[src/ocb_pkg.sv]
// constants and types shared by the one-time configuration bank
`default_nettype none
package ocb_pkg;

  localparam int ADDR_W = 8;
  localparam int DATA_W = 8;
  localparam int VOLT_W = 12;
  localparam int TEMP_W = 8;

  // bank locations in the one-time array
  localparam logic [ADDR_W-1:0] CHARGE_POLICY_ADDR    = 8'h05;
  localparam logic [ADDR_W-1:0] SWITCHING_POLICY_ADDR = 8'h06;

  // values held before the array has been read
  localparam logic [DATA_W-1:0] CHARGE_POLICY_RESET    = 8'hE0;
  localparam logic [DATA_W-1:0] SWITCHING_POLICY_RESET = 8'h03;

  // field positions in charge_policy_otp
  localparam int AUTO_RESTART_BIT = 7;
  localparam int BALANCE_HOLD_BIT = 5;
  localparam int TJ_CODE_HI       = 4;
  localparam int TJ_CODE_LO       = 3;
  // field position in switching_policy_otp
  localparam int SWITCHING_KEEP_BIT = 0;

  // junction regulation thresholds in degrees
  localparam logic [1:0]        TJ_CODE_120 = 2'h0;
  localparam logic [1:0]        TJ_CODE_100 = 2'h1;
  localparam logic [1:0]        TJ_CODE_80  = 2'h2;
  localparam logic [TEMP_W-1:0] TJ_LIMIT_120 = 8'h78;
  localparam logic [TEMP_W-1:0] TJ_LIMIT_100 = 8'h64;
  localparam logic [TEMP_W-1:0] TJ_LIMIT_80  = 8'h50;
  localparam logic [TEMP_W-1:0] TJ_LIMIT_60  = 8'h3C;

  typedef struct packed {
    logic       auto_restart_setting;
    logic       balance_hold_setting;
    logic [1:0] tj_code;
    logic       switching_keep_setting;
  } ocb_cfg_type;

  typedef enum logic [2:0] {
    LD_IDLE     = 3'b000,
    LD_CHARGE   = 3'b001,
    LD_SWITCH   = 3'b010,
    LD_DONE     = 3'b011
  } ocb_load_state_type;

  function automatic logic [TEMP_W-1:0] tj_limit(input logic [1:0] code);
    if (code == TJ_CODE_120) return TJ_LIMIT_120;
    else if (code == TJ_CODE_100) return TJ_LIMIT_100;
    else if (code == TJ_CODE_80) return TJ_LIMIT_80;
    else return TJ_LIMIT_60;
  endfunction

endpackage
`default_nettype wire
[src/ocb_config_bank.sv]
// one-time configuration bank and the charger decisions that it steers
`timescale 1ns/1ns
`default_nettype none
module ocb_config_bank
  import ocb_pkg::*;
#(
  parameter int VW = VOLT_W
)
(
  input  wire logic              clk_sys,
  input  wire logic              rst_n,
  output logic                   otp_rd_req,
  output logic [ADDR_W-1:0]      otp_addr,
  input  wire logic              otp_rd_ack,
  input  wire logic [DATA_W-1:0] otp_rdata,
  input  wire logic              input_startup,
  input  wire logic [VW-1:0]     battery_voltage,
  input  wire logic [VW-1:0]     recharge_threshold,
  input  wire logic              termination_met,
  input  wire logic              balancing_active,
  input  wire logic              charge_suspended,
  input  wire logic [TEMP_W-1:0] die_temp,
  output logic                   config_ready,
  output logic                   charge_start,
  output logic                   restart_blocked,
  output logic                   end_of_charge,
  output logic [TEMP_W-1:0]      thermal_limit,
  output logic                   thermal_regulating,
  output logic                   dcdc_switch_en
);

  ocb_cfg_type cfg;
  logic        loaded;

  ////////////////////////////////////////////////////////////////////////////
  // the only source of the two banks is the one-time array read port
  ocb_otp_loader u_loader (
    .clk_sys    (clk_sys),
    .rst_n      (rst_n),
    .otp_rd_req (otp_rd_req),
    .otp_addr   (otp_addr),
    .otp_rd_ack (otp_rd_ack),
    .otp_rdata  (otp_rdata),
    .cfg        (cfg),
    .loaded     (loaded)
  );

  ////////////////////////////////////////////////////////////////////////////
  // decisions
  logic              startup_pend_reg;
  logic              startup_pend_next;
  logic              charge_start_reg;
  logic              charge_start_next;
  logic              restart_blocked_reg;
  logic              restart_blocked_next;
  logic              end_of_charge_reg;
  logic              end_of_charge_next;
  logic [TEMP_W-1:0] thermal_limit_reg;
  logic [TEMP_W-1:0] thermal_limit_next;
  logic              thermal_regulating_reg;
  logic              thermal_regulating_next;
  logic              dcdc_switch_en_reg;
  logic              dcdc_switch_en_next;
  logic              config_ready_reg;
  logic              startup_seen;
  logic              above_recharge;

  assign startup_seen   = startup_pend_reg || input_startup;
  assign above_recharge = battery_voltage > recharge_threshold;

  always_comb
  begin
    startup_pend_next       = startup_pend_reg;
    charge_start_next       = 1'b0;
    restart_blocked_next    = 1'b0;
    end_of_charge_next      = 1'b0;
    thermal_limit_next      = thermal_limit_reg;
    thermal_regulating_next = 1'b0;
    dcdc_switch_en_next     = 1'b0;
    // start-up before the load completes is kept pending, not lost
    if (!loaded)
    begin
      startup_pend_next = startup_seen;
    end
    else
    begin
      startup_pend_next = 1'b0;
      if (startup_seen && above_recharge)
      begin
        charge_start_next    = cfg.auto_restart_setting;
        restart_blocked_next = !cfg.auto_restart_setting;
      end
      end_of_charge_next = termination_met &&
                           !(cfg.balance_hold_setting && balancing_active);
      thermal_limit_next      = tj_limit(cfg.tj_code);
      thermal_regulating_next = die_temp >= tj_limit(cfg.tj_code);
      dcdc_switch_en_next     = !charge_suspended || cfg.switching_keep_setting;
    end
  end

  always_ff @(posedge clk_sys or negedge rst_n)
  begin
    if (!rst_n)
    begin
      startup_pend_reg       <= 1'b0;
      charge_start_reg       <= 1'b0;
      restart_blocked_reg    <= 1'b0;
      end_of_charge_reg      <= 1'b0;
      thermal_limit_reg      <= TJ_LIMIT_120;
      thermal_regulating_reg <= 1'b0;
      dcdc_switch_en_reg     <= 1'b0;
      config_ready_reg       <= 1'b0;
    end
    else
    begin
      startup_pend_reg       <= startup_pend_next;
      charge_start_reg       <= charge_start_next;
      restart_blocked_reg    <= restart_blocked_next;
      end_of_charge_reg      <= end_of_charge_next;
      thermal_limit_reg      <= thermal_limit_next;
      thermal_regulating_reg <= thermal_regulating_next;
      dcdc_switch_en_reg     <= dcdc_switch_en_next;
      config_ready_reg       <= loaded;
    end
  end

  assign config_ready       = config_ready_reg;
  assign charge_start       = charge_start_reg;
  assign restart_blocked    = restart_blocked_reg;
  assign end_of_charge      = end_of_charge_reg;
  assign thermal_limit      = thermal_limit_reg;
  assign thermal_regulating = thermal_regulating_reg;
  assign dcdc_switch_en     = dcdc_switch_en_reg;
endmodule
`default_nettype wire

[src/ocb_otp_loader.sv]
// reads the two one-time banks after reset and holds them as shadow bytes
`timescale 1ns/1ns
`default_nettype none
module ocb_otp_loader
  import ocb_pkg::*;
(
  input  wire logic              clk_sys,
  input  wire logic              rst_n,
  output logic                   otp_rd_req,
  output logic [ADDR_W-1:0]      otp_addr,
  input  wire logic              otp_rd_ack,
  input  wire logic [DATA_W-1:0] otp_rdata,
  output ocb_cfg_type            cfg,
  output logic                   loaded
);

  ocb_load_state_type state_reg;
  ocb_load_state_type state_next;
  logic [DATA_W-1:0]  charge_byte_reg;
  logic [DATA_W-1:0]  charge_byte_next;
  logic [DATA_W-1:0]  switch_byte_reg;
  logic [DATA_W-1:0]  switch_byte_next;

  always_comb
  begin
    state_next       = state_reg;
    charge_byte_next = charge_byte_reg;
    switch_byte_next = switch_byte_reg;
    case (state_reg)
      LD_IDLE:
        state_next = LD_CHARGE;
      LD_CHARGE:
        if (otp_rd_ack)
        begin
          charge_byte_next = otp_rdata;
          state_next       = LD_SWITCH;
        end
      LD_SWITCH:
        if (otp_rd_ack)
        begin
          switch_byte_next = otp_rdata;
          state_next       = LD_DONE;
        end
      default:
        state_next = LD_DONE;
    endcase
  end

  always_ff @(posedge clk_sys or negedge rst_n)
  begin
    if (!rst_n)
    begin
      state_reg       <= LD_IDLE;
      charge_byte_reg <= CHARGE_POLICY_RESET;
      switch_byte_reg <= SWITCHING_POLICY_RESET;
    end
    else
    begin
      state_reg       <= state_next;
      charge_byte_reg <= charge_byte_next;
      switch_byte_reg <= switch_byte_next;
    end
  end

  assign otp_rd_req = (state_reg == LD_CHARGE) || (state_reg == LD_SWITCH);
  assign otp_addr   = (state_reg == LD_SWITCH) ? SWITCHING_POLICY_ADDR : CHARGE_POLICY_ADDR;
  assign loaded     = (state_reg == LD_DONE);
  // one driver for the whole struct keeps the shadow fields in a single assignment
  assign cfg = '{
    auto_restart_setting:   charge_byte_reg[AUTO_RESTART_BIT],
    balance_hold_setting:   charge_byte_reg[BALANCE_HOLD_BIT],
    tj_code:                charge_byte_reg[TJ_CODE_HI:TJ_CODE_LO],
    switching_keep_setting: switch_byte_reg[SWITCHING_KEEP_BIT]
  };

endmodule
`default_nettype wire

[config.mk]
export PLATFORM = sky130hd
export DESIGN_NAME = ocb_config_bank
export DESIGN_NICKNAME = d
export VERILOG_FILES = /design/src/ocb_pkg.sv /design/src/ocb_config_bank.sv /design/src/ocb_otp_loader.sv
export SDC_FILE = /design/constraint.sdc
export NUM_CORES = 1
export LEC_CHECK = 0
export BUFFER_PORTS_ARGS = -buffer_cell sky130_fd_sc_hd__buf_2
export CAP_MARGIN = 0
export CORE_AREA = 2 2 61 63
export CTS_BUF_LIST = sky130_fd_sc_hd__clkbuf_8
export CTS_CLUSTER_DIAMETER = 120
export DETAILED_ROUTE_END_ITERATION = 7
export DIE_AREA = 0 0 63 65
export GPL_TIMING_DRIVEN = 0
export MAX_ROUTING_LAYER = met4
export PLACE_DENSITY_LB_ADDON = 0.05
export SLEW_MARGIN = 15
export SYNTH_ARGS = -nofsm -noshare
export SYNTH_HDL_FRONTEND = slang
export SYNTH_SLANG_ARGS = --single-unit
[constraint.sdc]
create_clock -name clk_sys -period 3.85 [get_ports clk_sys]
set_input_delay 0.1925 -clock clk_sys [delete_from_list [all_inputs] [get_ports clk_sys]]
set_output_delay 0.1925 -clock clk_sys [all_outputs]
set_load 0.1 [all_outputs]
==> reports/metrics.cfg <==
[outcome]
status = finished clean

[sta]
fmax_mhz = 612.3
hold_viol_final = 0
slew_viol_final = 0
setup_slack_ns = 2.217
setup_viol = 0
tns_ns = 0
final.min_clock_period_ns = 1.633
rsz0062_at_grt = no
fin_crit_sh_pct = 42.42
fin_worst_skew_ns = 0.001809

[cts]
clk_path_buf_depth = 2
cts_sinks = 19
clock_latency_ns = 0.25
post_cts_buffers = 0
htree_levels = 1
cts_root_buf = clkbuf_8
cts_resized = 0
cts-buffers-inserted = 3
clk_pin_slew_ns = 0.07
cts_tree = yes
cts.hold.buffers_added = 1

[global_routing]
grt-ovfl-total = 0
grt_pass1_wl_um = 4326
grt_max_degree = 20
antenna_found_initial = 0
grt_pass1_vias = 1110
grt_usage_pct = 13.48

[worst_setup_path]
crit_type = reg2out
path_max_fanout = 4
startpoint_type = register
r2r_cells = 5
cp.required_ns = 3.66
arrival_ns = 1.44
end_kind = output pin

[finish]
n_antenna_cell = 0
final_nets = 275
fillerInstances = 365
area_growth_pct = 32.45
drive_above_1_share_pct = 42.57
largest_reg_flops = 5
final_cell_mix = buf_2, inv_1, ha_1
layout_commonest_cell = buf_2

[logic_synthesis]
yosysUniqueCellTypes = 27
yosysTopAreaCell = ha_1
yosysSeqAreaShare_pct = 36.82
synth_area_um2 = 1315
yosysWarningCount = 0
netlist_instances = 133
ys.flop_type = dfrtp_1
ys_ff_latch = 19
synth-edff-count = 0
yosysTopAreaCellShare_pct = 23.79
async_flop_share_pct = 100.0
syn_area_per_cell_um2 = 9.887
synth_area_leaders = ha_1, dfrtp_1, dfstp_2, inv_1, buf_4

[floorplanning]
row_count = 22
dieWidth_um = 63
start_util_pct = 37.62
die_h_um = 65
core_um2 = 3496
io_pins = 70
die-area_um2 = 4095

[routing]
drc = 0
dr.first_iter.drc_count = 16
routed_wl_um = 2501
vias_per_cell = 4.360
drtPass1Iterations = 2
num_vias = 1090
routedWlPerCell_um = 10.00
ant_nets = 0

[run]
cap_violations = 0

[placement]
port_buffers = 57
dp_hpwl_um = 2169
gp_congestion = 0.7121
pre_cts_ws_ns = 2.242

[power_and_ir_drop]
max-vdd-ir-drop_v = 0.0001852
p_per_area_nw_per_um2 = 268.6
p_leak_uw = 0.001057
p_total_uw = 467.7

[worst_hold_path]
hold_class = in2reg
holdPathStages = 2

==> area by class of cell <==
class                   count  area (µm²)  share of cell area (%)
flip-flops and latches     19       484.2                   27.80
well taps                  48       60.06                   3.448
multi-input cells          84       683.2                   39.22
repair buffers             58       295.3                   16.95
clock inverters             1       3.754                  0.2155
plain buffers              10       72.57                   4.167
inverters                  27       101.3                   5.819
clock buffers               3       41.29                   2.371
==> cells in the mapped netlist (4+ instances only) <==
master   number
mux2i_1       4
ha_1         25
a21oi_1       8
dfstp_2       7
buf_4         9
inv_1        27
nand2_1       6
dfrtp_1      12
mux2_2        6
nor2_1        6
==> cell families (layout without fill, tap and decap cells) <==
group                      after synthesis  count (layout)  share of synthesized area, %
buffers and inverters                   37              99                         13.22
adders and majority gates               25              25                         23.79
AOI/OAI and AO/OA                       21              21                         10.28
other                                    2               9                        0.5711
muxes                                   10              10                         8.182
DFF                                     19              19                         36.82
and+or+nand+nor                         19              19                         7.136
==> per-stage QoR <==
stage / area (µm²) / hold slack (ns) / cells / util (%)
3_5_place_dp: 1687 / 0.1529 / 245 / 48.25
2_1_floorplan: 1341 / -0.1031 / 140 / -
3_3_place_gp: 1687 / 0.1512 / 245 / 48.25
4_1_cts: 1742 / 0.1020 / 250 / 49.82
6_report: 1742 / 0.1039 / 250 / 49.82
5_1_grt: 1742 / 0.09908 / 250 / 49.82
==> power breakdown <==
group | internal [µW] | leakage (µW) | total [µW] | switching (µW)
combinational | 40.7 | 0.000813 | 133 | 91.9
clock | 70.6 | 0.0000269 | 131 | 60.1
sequential | 204 | 0.000217 | 204 | 0.825
total | 315 | 0.00106 | 468 | 153
==> worst paths after layout <==
check	start	to	slack, ns
setup reg to reg	u_loader.charge_byte_reg[3]	thermal_regulating	2.25
hold reg to reg	thermal_limit[4]	thermal_limit[4]	0.47
setup / recovery	u_loader.state_reg[0]	otp_addr[0]	2.22
min in group asynchronous	rst_n	end_of_charge	0.40
max in group asynchronous	rst_n	thermal_limit[6]	3.12
hold / removal	balancing_active	end_of_charge	0.10
==> metal layers <==
metal  share of wire [%]  GRT usage (%)
met1                  39          13.88
met2                  54          26.33
met3                 5.8          1.910
met4                0.60          4.167
met5                   0              -
==> critical path, cell delays in order, from the launching register on <==
cell and delay (ns):
dfrtp_1 0.37, inv_1 0.08, ha_1 0.24, inv_1 0.08, buf_2 0.42
(Power assumes the default switching activity.)
